<file path="src/ctec_defines.svh">
`ifndef CTEC_DEFINES_SVH
`define CTEC_DEFINES_SVH

// Register byte offsets on the plain register port
`define CTEC_OFS_CTL        4'h0
`define CTEC_OFS_STAT       4'h4

// Control register field positions
`define CTEC_BIT_UNIT_EN    15
`define CTEC_BIT_IDLE_STOP  13
`define CTEC_BIT_TIME_GEN   12
`define CTEC_BIT_EDGE_SRC   11
`define CTEC_BIT_EDGE_ORDER 10
`define CTEC_BIT_DISCHARGE  9
`define CTEC_BIT_CONV_TRIG  8

// Edge status register field positions
`define CTEC_BIT_EDGE1      0
`define CTEC_BIT_EDGE2      1

// Reset values
`define CTEC_CTL_RST        16'h0000
`define CTEC_STAT_RST       16'h0000
`define CTEC_RDATA_RST      16'h0000

`endif

</file>
<file path="src/ctec_pkg.sv">
package ctec_pkg;

   // Progress of one charge measurement between the two edges
   typedef enum logic [1:0] {
      CTEC_IDLE   = 2'b00,
      CTEC_CHARGE = 2'b01,
      CTEC_DONE   = 2'b10
   } ctec_phase_t;

   // Implemented control bits, most significant first
   typedef struct packed {
      logic unit_en;
      logic idle_stop;
      logic time_gen;
      logic edge_src;
      logic edge_order;
      logic discharge;
      logic conv_trig;
   } ctec_ctl_t;

   // Register port request from software
   typedef struct packed {
      logic [3:0]  addr;
      logic [15:0] wdata;
      logic        wr;
      logic        rd;
   } ctec_bus_t;

   // Hardware edge sources
   typedef struct packed {
      logic edge1;
      logic edge2;
   } ctec_edges_t;

   // Drive toward the analog side and the converter
   typedef struct packed {
      logic src_on;
      logic src_gnd;
      logic adc_soc;
      logic delay_en;
   } ctec_ana_t;

   // Whole state of the block
   typedef struct packed {
      ctec_ctl_t   ctl;
      logic        edge1_stat;
      logic        edge2_stat;
      ctec_phase_t phase;
      logic [15:0] rdata;
      ctec_ana_t   ana;
   } ctec_state_t;

endpackage

</file>
<file path="src/ctec_top.sv">
// The implementer's own choices: strobed register access and the placing of the registers.
`timescale 1ns/10ps
`include "ctec_defines.svh"

module ctec_top (
   // Clock and reset
   input  wire logic               mclk,
   input  wire logic               rst_n,
   // Register port
   input  wire ctec_pkg::ctec_bus_t bus,
   output logic [15:0]              rdata,
   // Device power state
   input  wire logic               idle_mode,
   // Hardware edge sources, one-cycle pulses
   input  wire ctec_pkg::ctec_edges_t hw_edges,
   // Analog and converter control
   output ctec_pkg::ctec_ana_t     ana,
   // Measurement progress
   output logic                    edge1_stat,
   output logic                    edge2_stat
);

   ctec_pkg::ctec_state_t state_r;
   ctec_pkg::ctec_state_t state_nxt;

   logic active;
   logic hw_e1;
   logic hw_e2;
   logic sw_stat_wr;
   logic e1_nxt;
   logic e2_nxt;

   // Edge 2 may only count once edge 1 is present when ordering is on
   function automatic logic edge2_allowed(input logic order, input logic e1);
      edge2_allowed = !order || e1;
   endfunction

   // Pack the implemented control bits into the register view
   function automatic logic [15:0] ctl_word(input ctec_pkg::ctec_ctl_t c);
      logic [15:0] w;
      w = `CTEC_CTL_RST;
      w[`CTEC_BIT_UNIT_EN]    = c.unit_en;
      w[`CTEC_BIT_IDLE_STOP]  = c.idle_stop;
      w[`CTEC_BIT_TIME_GEN]   = c.time_gen;
      w[`CTEC_BIT_EDGE_SRC]   = c.edge_src;
      w[`CTEC_BIT_EDGE_ORDER] = c.edge_order;
      w[`CTEC_BIT_DISCHARGE]  = c.discharge;
      w[`CTEC_BIT_CONV_TRIG]  = c.conv_trig;
      ctl_word = w;
   endfunction

   // Next state of the whole block
   always_comb begin
      state_nxt = state_r;
      // Enabled and not parked by Idle mode
      active = state_r.ctl.unit_en && !(state_r.ctl.idle_stop && idle_mode);
      // Hardware edges only count in hardware trigger mode
      hw_e1 = active && state_r.ctl.edge_src && hw_edges.edge1;
      hw_e2 = active && state_r.ctl.edge_src && hw_edges.edge2
              && edge2_allowed(state_r.ctl.edge_order, state_r.edge1_stat || hw_e1);
      sw_stat_wr = bus.wr && (bus.addr == `CTEC_OFS_STAT);

      // Control register write; low byte and bit 14 are not stored
      if (bus.wr && (bus.addr == `CTEC_OFS_CTL)) begin
         state_nxt.ctl.unit_en    = bus.wdata[`CTEC_BIT_UNIT_EN];
         state_nxt.ctl.idle_stop  = bus.wdata[`CTEC_BIT_IDLE_STOP];
         state_nxt.ctl.time_gen   = bus.wdata[`CTEC_BIT_TIME_GEN];
         state_nxt.ctl.edge_src   = bus.wdata[`CTEC_BIT_EDGE_SRC];
         state_nxt.ctl.edge_order = bus.wdata[`CTEC_BIT_EDGE_ORDER];
         state_nxt.ctl.discharge  = bus.wdata[`CTEC_BIT_DISCHARGE];
         state_nxt.ctl.conv_trig  = bus.wdata[`CTEC_BIT_CONV_TRIG];
      end

      // Edge status: software may always clear, but sets only in software mode.
      // A hardware edge in the same cycle as a clearing write wins.
      e1_nxt = state_r.edge1_stat;
      e2_nxt = state_r.edge2_stat;
      if (sw_stat_wr) begin
         e1_nxt = bus.wdata[`CTEC_BIT_EDGE1]
                  && (state_r.edge1_stat || (active && !state_r.ctl.edge_src));
         e2_nxt = bus.wdata[`CTEC_BIT_EDGE2]
                  && (state_r.edge2_stat || (active && !state_r.ctl.edge_src
                  && edge2_allowed(state_r.ctl.edge_order, e1_nxt)));
      end
      state_nxt.edge1_stat = e1_nxt || hw_e1;
      state_nxt.edge2_stat = e2_nxt || hw_e2;

      // Measurement phase follows the edge status bits while running
      state_nxt.ana.adc_soc = 1'b0;
      if (!state_r.ctl.unit_en) begin
         state_nxt.phase = ctec_pkg::CTEC_IDLE;
      end else if (active) begin
         case (state_r.phase)
            ctec_pkg::CTEC_IDLE: begin
               if (state_nxt.edge1_stat && !state_nxt.edge2_stat) begin
                  state_nxt.phase = ctec_pkg::CTEC_CHARGE;
               end
            end
            ctec_pkg::CTEC_CHARGE: begin
               if (state_nxt.edge2_stat) begin
                  state_nxt.phase = ctec_pkg::CTEC_DONE;
                  // One start pulse per completed window
                  state_nxt.ana.adc_soc = state_r.ctl.conv_trig;
               end else if (!state_nxt.edge1_stat) begin
                  state_nxt.phase = ctec_pkg::CTEC_IDLE;
               end
            end
            ctec_pkg::CTEC_DONE: begin
               if (!state_nxt.edge1_stat && !state_nxt.edge2_stat) begin
                  state_nxt.phase = ctec_pkg::CTEC_IDLE;
               end
            end
            default: begin
               state_nxt.phase = ctec_pkg::CTEC_IDLE;
            end
         endcase
      end

      // Analog drive; grounding follows the bit alone, never the phase
      state_nxt.ana.src_gnd  = state_r.ctl.discharge;
      state_nxt.ana.src_on   = active && (state_nxt.phase == ctec_pkg::CTEC_CHARGE);
      state_nxt.ana.delay_en = active && state_r.ctl.time_gen;

      // Read data stands for one cycle only; unmapped reads return zero
      state_nxt.rdata = `CTEC_RDATA_RST;
      if (bus.rd) begin
         if (bus.addr == `CTEC_OFS_CTL) begin
            state_nxt.rdata = ctl_word(state_r.ctl);
         end else if (bus.addr == `CTEC_OFS_STAT) begin
            state_nxt.rdata[`CTEC_BIT_EDGE1] = state_r.edge1_stat;
            state_nxt.rdata[`CTEC_BIT_EDGE2] = state_r.edge2_stat;
         end
      end
   end

   // State register, synchronous reset to all zero
   always_ff @(posedge mclk) begin
      if (!rst_n) begin
         state_r <= '0;
      end else begin
         state_r <= state_nxt;
      end
   end

   // Outputs come straight from the state register
   assign rdata      = state_r.rdata;
   assign ana        = state_r.ana;
   assign edge1_stat = state_r.edge1_stat;
   assign edge2_stat = state_r.edge2_stat;
endmodule

</file>
<file path="config.mk">
export PLATFORM = sky130hd
export DESIGN_NAME = ctec_top
export DESIGN_NICKNAME = d
export VERILOG_FILES = /design/src/ctec_pkg.sv /design/src/ctec_top.sv
export VERILOG_INCLUDE_DIRS = /design/src
export SDC_FILE = /design/constraint.sdc
export NUM_CORES = 1
export LEC_CHECK = 0
export BUFFER_PORTS_ARGS = -buffer_cell sky130_fd_sc_hd__buf_4
export CORE_UTILIZATION = 30
export DETAILED_ROUTE_END_ITERATION = 8
export GPL_ROUTABILITY_DRIVEN = 0
export PLACE_DENSITY = 0.59
export SETUP_SLACK_MARGIN = 0.02
export SLEW_MARGIN = 5
export SYNTH_ARGS = -nofsm -noshare
export SYNTH_HDL_FRONTEND = slang
export SYNTH_SLANG_ARGS = --single-unit
</file>
<file path="constraint.sdc">
create_clock -name mclk -period 1.9 [get_ports mclk]
set_input_delay 0.19 -clock mclk [delete_from_list [all_inputs] [get_ports mclk]]
set_output_delay 0.19 -clock mclk [all_outputs]
set_load 0.03 [all_outputs]
</file>
# Word level (Yosys, flattened, before mapping)
# Cells that the tools add are included.
# totals
regBits	31
latchBits	0
ram_bits	0
romBits	0
inputBits	27
output_inout_bits	22
wordCells	67
n_memories	0
# classes
add_sub_neg	0
mul	0
div	0
order_cmp	0
n_eq_ne	4
shifts	0
n_mux	9
bitwise	3
n_reduce_logical	34
# ops
operator	n
$logic_and A1 B1 Y1	16
$mux W2	6
$logic_or A1 B1 Y1	7
$pmux W2 S3	1
$logic_not A1 Y1	5
$reduce_and A5 Y1	1
$eq A2 B1 Y1 const B	2
$eq A4 B3 Y1 const B	1
$logic_not A4 Y1	1
$reduce_or A4 Y1	1
$not A1 Y1	3
$reduce_and A3 Y1	1
$eq A2 B2 Y1 const B	1
$logic_not A2 Y1	1
$mux W1	2
$reduce_and A2 Y1	1

# Depth between registers and ports, before layout
# Gate-level depths: netlist of the first run.
# depth
ltp_word	20
mapped_depth	6

# Least setup slack after synthesis of the first run
# No wires, ideal clock.
# synth_timing
kind	input to register
from	input bus[21] (netlist bit)
to	register state_r, in the netlist ana[1]
t_arrival_ps	1627
setup_slack_ps	185
cell_stages	6
path_buffers	1
path_cell_list	or4b_1 > buf_2 > or2_4 > o211ai_2 > and2_4 > nor4bb_4
# synth_between
elab_chain_len	5
# synth_lines
item	line	rtl
start, declared	ctec_top.sv:10	input wire ctec_pkg::ctec_bus_t bus,
$eq A4 B3 Y1 (no source line)	n/a	
$logic_and A1 B1 Y1	ctec_top.sv:61	sw_stat_wr = bus.wr && (bus.addr == `CTEC_OFS_STAT);
$mux W1	ctec_top.sv:78	if (sw_stat_wr) begin
$logic_or A1 B1 Y1	ctec_top.sv:86	state_nxt.edge2_stat = e2_nxt || hw_e2;
$reduce_and A5 Y1 (no source line)	n/a	
end signal, assigned	ctec_top.sv:141	state_r <= state_nxt;
end, declared	ctec_top.sv:23	ctec_pkg::ctec_state_t state_r;
# Every way passes these cells.
# A chain may end at the register's enable or synchronous reset.

# Final worst setup path of the first run
# layout_timing
from	register state_r[30] (netlist bit)
to	register state_r[20] (netlist bit)
# layout_between
elab_chain_len	16
elab_cells_between_ends	29
# layout_lines
item	line	rtl
$logic_and A1 B1 Y1	ctec_top.sv:56	active = state_r.ctl.unit_en && !(state_r.ctl.idle_stop && idle_mode);
$logic_and A1 B1 Y1	ctec_top.sv:80, ctec_top.sv:82	
$logic_or A1 B1 Y1	ctec_top.sv:80	&& (state_r.edge1_stat || (active && !state_r.ctl.edge_src));
$logic_and A1 B1 Y1	ctec_top.sv:79	e1_nxt = bus.wdata[`CTEC_BIT_EDGE1]
$logic_or A1 B1 Y1	ctec_top.sv:35	edge2_allowed = !order || e1;
$logic_and A1 B1 Y1	ctec_top.sv:83	&& edge2_allowed(state_r.ctl.edge_order, e1_nxt)));
$logic_or A1 B1 Y1	ctec_top.sv:82	&& (state_r.edge2_stat || (active && !state_r.ctl.edge_src
$logic_and A1 B1 Y1	ctec_top.sv:81	e2_nxt = bus.wdata[`CTEC_BIT_EDGE2]
$mux W1	ctec_top.sv:78	
$logic_or A1 B1 Y1	ctec_top.sv:86	
$logic_not A1 Y1	ctec_top.sv:95, ctec_top.sv:109	
$logic_and A1 B1 Y1, on equally long branches	ctec_top.sv:109, ctec_top.sv:95	
$mux W2, on equally long branches	ctec_top.sv:109, ctec_top.sv:95	
$pmux W2 S3	ctec_top.sv:93	case (state_r.phase)
$mux W2	ctec_top.sv:92	end else if (active) begin
$mux W2 *	ctec_top.sv:90	if (!state_r.ctl.unit_en) begin
# Mark *: on every way between the ends. The rest lies on a longest branch, timed or not.

==> summary.txt, run 1 <==
Worst setup path
  – Crit-path slowest cell: dfxtp_1
  – Crit-path cells: a21boi_0 -> buf_4 -> nand3b_1 -> o211ai_2 -> nor4b_2 -> a21o_1
  – Reg2reg start: state_r[30]
  – CP Launch Type: flop
  – Worst reg2reg path endpoint: state_r[20]
  – CP Capture Type: flop
  – WP data arrival: between 1500 and 2000 ps
  – R2r setup slk: 170 ps
  – Worst path max stage delay: about 420 ps
  – Worst Path Required: 2160 ps
  – Reg2reg path depth: 6
  – CP max FO: 5
  – Kind of critical path: reg2reg

Yosys
  – Mapped Area: roughly 1100 sq um
  – Register area share after synthesis: about 45%
  – #FFs+latches synth: 24
  – Ys Warns: 0
  – Synth top cells by count: 24 x dfxtp_1, 20 x buf_4, 9 x and3_1
  – Syn avg cell area: between 9 and 10 sq um
  – Synth top area share: between 40% and 50%
  – Count leader, synth: dfxtp_1
  – Top FF cell, synth: dfxtp_1
  – Synth unique cells: 33
  – Number of flops mapped to enable cells by yosys: 0
  – Post-Synthesis Cells: between 100 and 150
  – Async set-or-reset flop fraction in the synthesized netlist: 0%
  – Top post-synthesis cells by area: dfxtp_1 45%, buf_4 14%, and3_1 5.2%, a21boi_0 3.5%, nand2_1 2.8%
  – Area leader, netlist: dfxtp_1

CTS
  – Clock Root Buffer: clkbuf_4
  – Worst-skew pair later-pin latency: 310 ps
  – TritonCTS clock tree: done
  – Worst-path clk slew: roughly 120 ps
  – Post-CTS sizing: 0
  – CTS Buf Count: 3
  – Hold-fix buffers at CTS: 0
  – # clock sinks: 24
  – H-tree depth: 1
  – Setup bufs post-CTS: 0
  – CTS Buffer Depth: 2

Route
  – Vias: a little over 800
  – Vias per cell: approximately 4.4
  – Post-Route WL: approximately 2.1 mm
  – Antenna Nets Post-Route: 0
  – First-pass detailed-route iteration total: 4
  – Initial drt markers: 36
  – Routed len/inst: approximately 11 microns
  – # DRC: 0

Hold path
  – Hold_sp: bus[12]
  – Hold Path Class: in2reg
  – Number of cells on the worst hold path: 3
  – Worst hold endpoint: state_r[26]

Placement
  – DP HPWL: between 1.5 and 2 mm
  – Number of port buffers: 34

Cells and area
  – # fillers: around 330
  – Area growth from synthesis to layout: 24.0%
  – Fin util: approximately two fifths
  – Fin nets: 166
  – # diodes: 0
  – Layout cells sized above 1: roughly two fifths

Die
  – Die X-Extent: just over 60 microns
  – Row Count: 21
  – Die H: 61.8 microns
  – Die ar.: between 3000 and 4000 sq um
  – Top Ports: 49
  – Initial Util: between 30% and 40%
  – Core Footprint: 3390 sq um

Timing
  – Clock Skews: 5.83 ps
  – Fin crit share: between 90 and 100%
  – Count of final setup violators: 0
  – RSZ-0062 raised after global routing: no
  – Fin Setup TNS: 0 ps
  – Max Clk Rate: slightly below 0.6 GHz
  – Final hold viol count: 0
  – Final min period: roughly 1700 ps
  – Slew Limit Fails: 0

GRT
  – Initial antenna violation count: 0
  – GR Util All Layers: between 10% and 20%
  – Number of global-route vias before repair: 767
  – Largest net degree at the start of global routing: 14
  – Gr ovfl total: 0
  – First-pass GRT wire length: 3.25 mm

Run status
  – Status: completed

Pwr
  – Worst VDD drop: about 0.00020 V
  – Pleak: slightly below 0.6 nW
  – Tot Pwr: roughly 0.00084 W
  – Pwr Density: between 600 and 700 nW/um^2

Job
  – # Max-Cap Violations: 0
per-stage QoR:
step                hold slack (ps)  instance area (sq um)  setup WS, ps  std cells
floorplan                       335                   1100           185        116
global placement                443                   1290          1.62        180
detailed placement              447                   1290         -2.46        180
CTS                             120                   1330           175        184
global route                    119                   1330          21.9        184
finish                          126                   1330           170        184
cells by family (layout without fill, tap and decap cells):
logic type,count (synthesis),in the layout,share of synthesized area [%]
buf+inv,24,46,15.5
compound gates,17,17,11.8
flops,24,24,44.8
other cells,1,7,0.349
simple gates,42,42,25.8
mux,2,2,1.86
worst max-delay path, delay by kind of cell (launching register included):
family	cells	cell delay [ps]
AOI/OAI and AO/OA	3	680
DFF	1	420
buffers and inverters	1	190
and+or+nand+nor	2	400
power by group:
| group | leakage [nW] | internal [W] | total, W | switching (W) |
|---|---|---|---|---|
| Clock | 0.0210 | 0.000117 | 0.000259 | 0.000142 |
| Sequential | 0.193 | 0.000505 | 0.000507 | 0.00000195 |
| Combinational | 0.371 | 0.0000340 | 0.0000750 | 0.0000410 |
area by class of cell:
| cell class | count | area [sq um] | share of cell area [%] |
|---|---|---|---|
| timing repair buffer | 40 | 300 | 22.6 |
| multi-input combinational | 68 | 449 | 33.7 |
| tap | 46 | 57.6 | 4.32 |
| sequential | 24 | 480 | 36.1 |
| clock buffer | 4 | 36.3 | 2.73 |
| inverter | 2 | 7.51 | 0.564 |
metal layers:
layer / up-vias / part of all wire [%] / GRT usage, %
met5: - / 0 / 0
met4: 0 / 0.63 / 7.62
met3: 2 / 5.7 / 2.07
met2: 34 / 49 / 19.0
met1: 370 / 45 / 14.3
li1: 412 / - / -
sequential cells by signal, summed over array words and instances (netlist names):
| register | count |
|---|---|
| state_r | 8 |
| rdata | 9 |
| edge1_stat | 1 |
| state_nxt | 1 |
| ana | 4 |
| edge2_stat | 1 |
cells in the final DEF, fill, tap and decap left out, types with 2 or more instances in the layout:
cell type,instances
dfxtp_1,24
nor2b_1,4
nand4b_1,2
inv_1,2
conb_1,7
nand2_1,8
o211ai_2,2
and2_1,2
and3_1,9
buf_4,40
clkbuf_4,3
nor2_1,3
nand3_1,3
o21ai_0,5
mux2i_1,2
a21boi_0,5
worst max-delay path by stage:
stage                     cells past startpoint        start  slack, ps     endpoint
after floorplan                               6      bus[21]        180       ana[1]
after detailed placement                      6      bus[21]         -2       ana[1]
after global routing                          6  state_r[30]         20  state_r[20]
final                                         6  state_r[30]        170  state_r[20]
after CTS                                     6  state_r[30]        170  state_r[20]
after global placement                        6      bus[21]          2       ana[1]
No activity file was read; power rests on OpenSTA's default activity.
==> run 2: changes to the inputs <==
Settings changed: BUFFER_PORTS_ARGS -buffer_cell sky130_fd_sc_hd__buf_4 to -buffer_cell sky130_fd_sc_hd__buf_2, MAX_ROUTING_LAYER set to met4, REMOVE_ABC_BUFFERS set to 1.
==> summary.txt, run 2 (synthesized netlist as in run 1, its figures left out) <==
Timing
  – RSZ-0062 raised after global routing: no
  – Final min period: about 1700 ps
  – Fin Setup TNS: 0 ps
  – WHS: 103 ps
  – Final hold viol count: 0
  – Max Clk Rate: between 0.5 and 0.6 GHz
  – Count of final setup violators: 0
  – Setup ws final: around 230 ps
  – Fin crit share: between 80% and 90%
  – Slew Limit Fails: 0
  – Clock Skews: approximately 12 ps

Run status
  – Status: completed

GRT
  – Gr ovfl total: 0
  – Number of global-route vias before repair: roughly 800
  – Largest net degree at the start of global routing: 15
  – Initial antenna violation count: 0
  – GR Util All Layers: roughly an eighth
  – First-pass GRT wire length: 3.43 mm

Worst setup path
  – Reg2reg path depth: 6
  – CP Launch Type: flop
  – CP max FO: 5
  – CP Capture Type: flop
  – Reg2reg start: state_r[30]
  – R2r setup slk: 230 ps
  – WP data arrival: just under 2000 ps
  – Kind of critical path: reg2reg
  – Worst reg2reg path endpoint: state_r[20]
  – Worst Path Required: ~2200 ps

Placement
  – DP HPWL: 1.65 mm
  – Cell Area, Placed: 1190 sq um
  – Post-Place Worst Slack: -6.75 ps
  – Number of port buffers: 34

CTS
  – Hold-fix buffers at CTS: 0
  – Clock Root Buffer: clkbuf_4
  – # clock sinks: 24
  – TritonCTS clock tree: done
  – CTS Buf Count: 3
  – CTS Buffer Depth: 2
  – Worst-path clk slew: 140 ps
  – H-tree depth: 1
  – Worst-skew pair later-pin latency: 320 ps

Job
  – # Max-Cap Violations: 0

Hold path
  – Hold Path Class: in2reg
  – Number of cells on the worst hold path: 3
  – Worst hold endpoint: state_r[28]
  – Hold_sp: bus[14]

Die
  – Die H: slightly above 60 microns
  – Die X-Extent: ~62 microns
  – Core Footprint: between 3000 and 4000 sq um
  – Initial Util: a little under a third
  – Top Ports: 49
  – Row Count: 21
  – Die ar.: 3820 sq um

Route
  – Routed len/inst: 11.3 microns
  – First-pass detailed-route iteration total: 6
  – Vias per cell: about 4.4
  – Vias: 790
  – # DRC: 0
  – Post-Route WL: 2.05 mm
  – Antenna Nets Post-Route: 0
  – Initial drt markers: 24

Cells and area
  – Most frequent cells in the layout: 34 x buf_2, 24 x dfxtp_1, 9 x and3_1, 8 x nand2_1, 7 x conb_1
  – # fillers: about 360
  – Commonest non-fill, non-tap cell in the layout: buf_2
  – Number of flip-flops in the largest register: 9
  – Design area: between 1000 and 1500 sq um
  – Area growth from synthesis to layout: 15.5%
  – Layout cells sized above 1: between 30% and 40%
  – # diodes: 0
  – Fin nets: between 150 and 200

Pwr
  – Pleak: ~0.56 nW
  – Tot Pwr: between 0.0009 and 0.001 W
  – Worst VDD drop: between 0.0003 and 0.0004 V
  – Pwr Density: 759 nW/um^2
==> run 2: cell type report <==
cell class | instances | area, sq um | share of cell area (%)
Sequential cell | 24 | 480 | 38.7
Multi-Input combinational cell | 68 | 449 | 36.2
Timing Repair Buffer | 37 | 193 | 15.5
Tap cell | 46 | 57.6 | 4.64
Clock inverter | 1 | 30.0 | 2.42
Clock buffer | 3 | 22.5 | 1.82
Inverter | 2 | 7.51 | 0.605
==> run 2: repair_timing <==
| item | 4_1_cts | 5_1_grt |
|---|---|---|
| gates resized for setup | 0 | 1 |
| setup buffers | 0 | 0 |
| setup endpoints to repair | 0 | 4 |
==> run 2: how the worst max path moves through the flow <==
stage	start	endpoint	slack [ps]	cells after the start
2_1_floorplan	bus[21]	ana[1]	170	5
3_3_place_gp	bus[21]	ana[1]	30	6
3_5_place_dp	bus[21]	ana[1]	-7	6
4_1_cts	state_r[30]	state_r[20]	70	6
5_1_grt	state_r[30]	state_r[20]	20	6
6_report	state_r[30]	state_r[20]	230	6
==> run 2: metrics by stage <==
stage | utilization (%) | std cells
5_1_grt | 36.6 | 181
2_1_floorplan | - | 94
3_3_place_gp | 35.0 | 177
3_5_place_dp | 35.0 | 177
6_report | 36.6 | 181
4_1_cts | 36.6 | 181
==> run 2: report_power, final <==
part | switching, W | leakage (nW) | internal (W)
Clock | 0.000157 | 0.0279 | 0.000213
Combinational | 0.0000407 | 0.342 | 0.0000219
Sequential | 0.00000198 | 0.193 | 0.000505
Total | 0.000200 | 0.563 | 0.000741
==> run 2: routing by layer <==
layer | share of wire, % | GRT usage [%] | vias to the layer above
li1 | - | - | 402
met1 | 44 | 13.9 | 342
met2 | 45 | 21.7 | 38
met3 | 6.7 | 2.48 | 8
met4 | 3.4 | 9.84 | 0
met5 | 0 | - | -
==> run 2: critical path, cell delays in order, from the launching register on <==
cell	delay, ps
dfxtp_1	420
a21boi_1	360
buf_4	190
nand3b_1	90
o211ai_2	180
nor4b_2	270
a21o_1	110
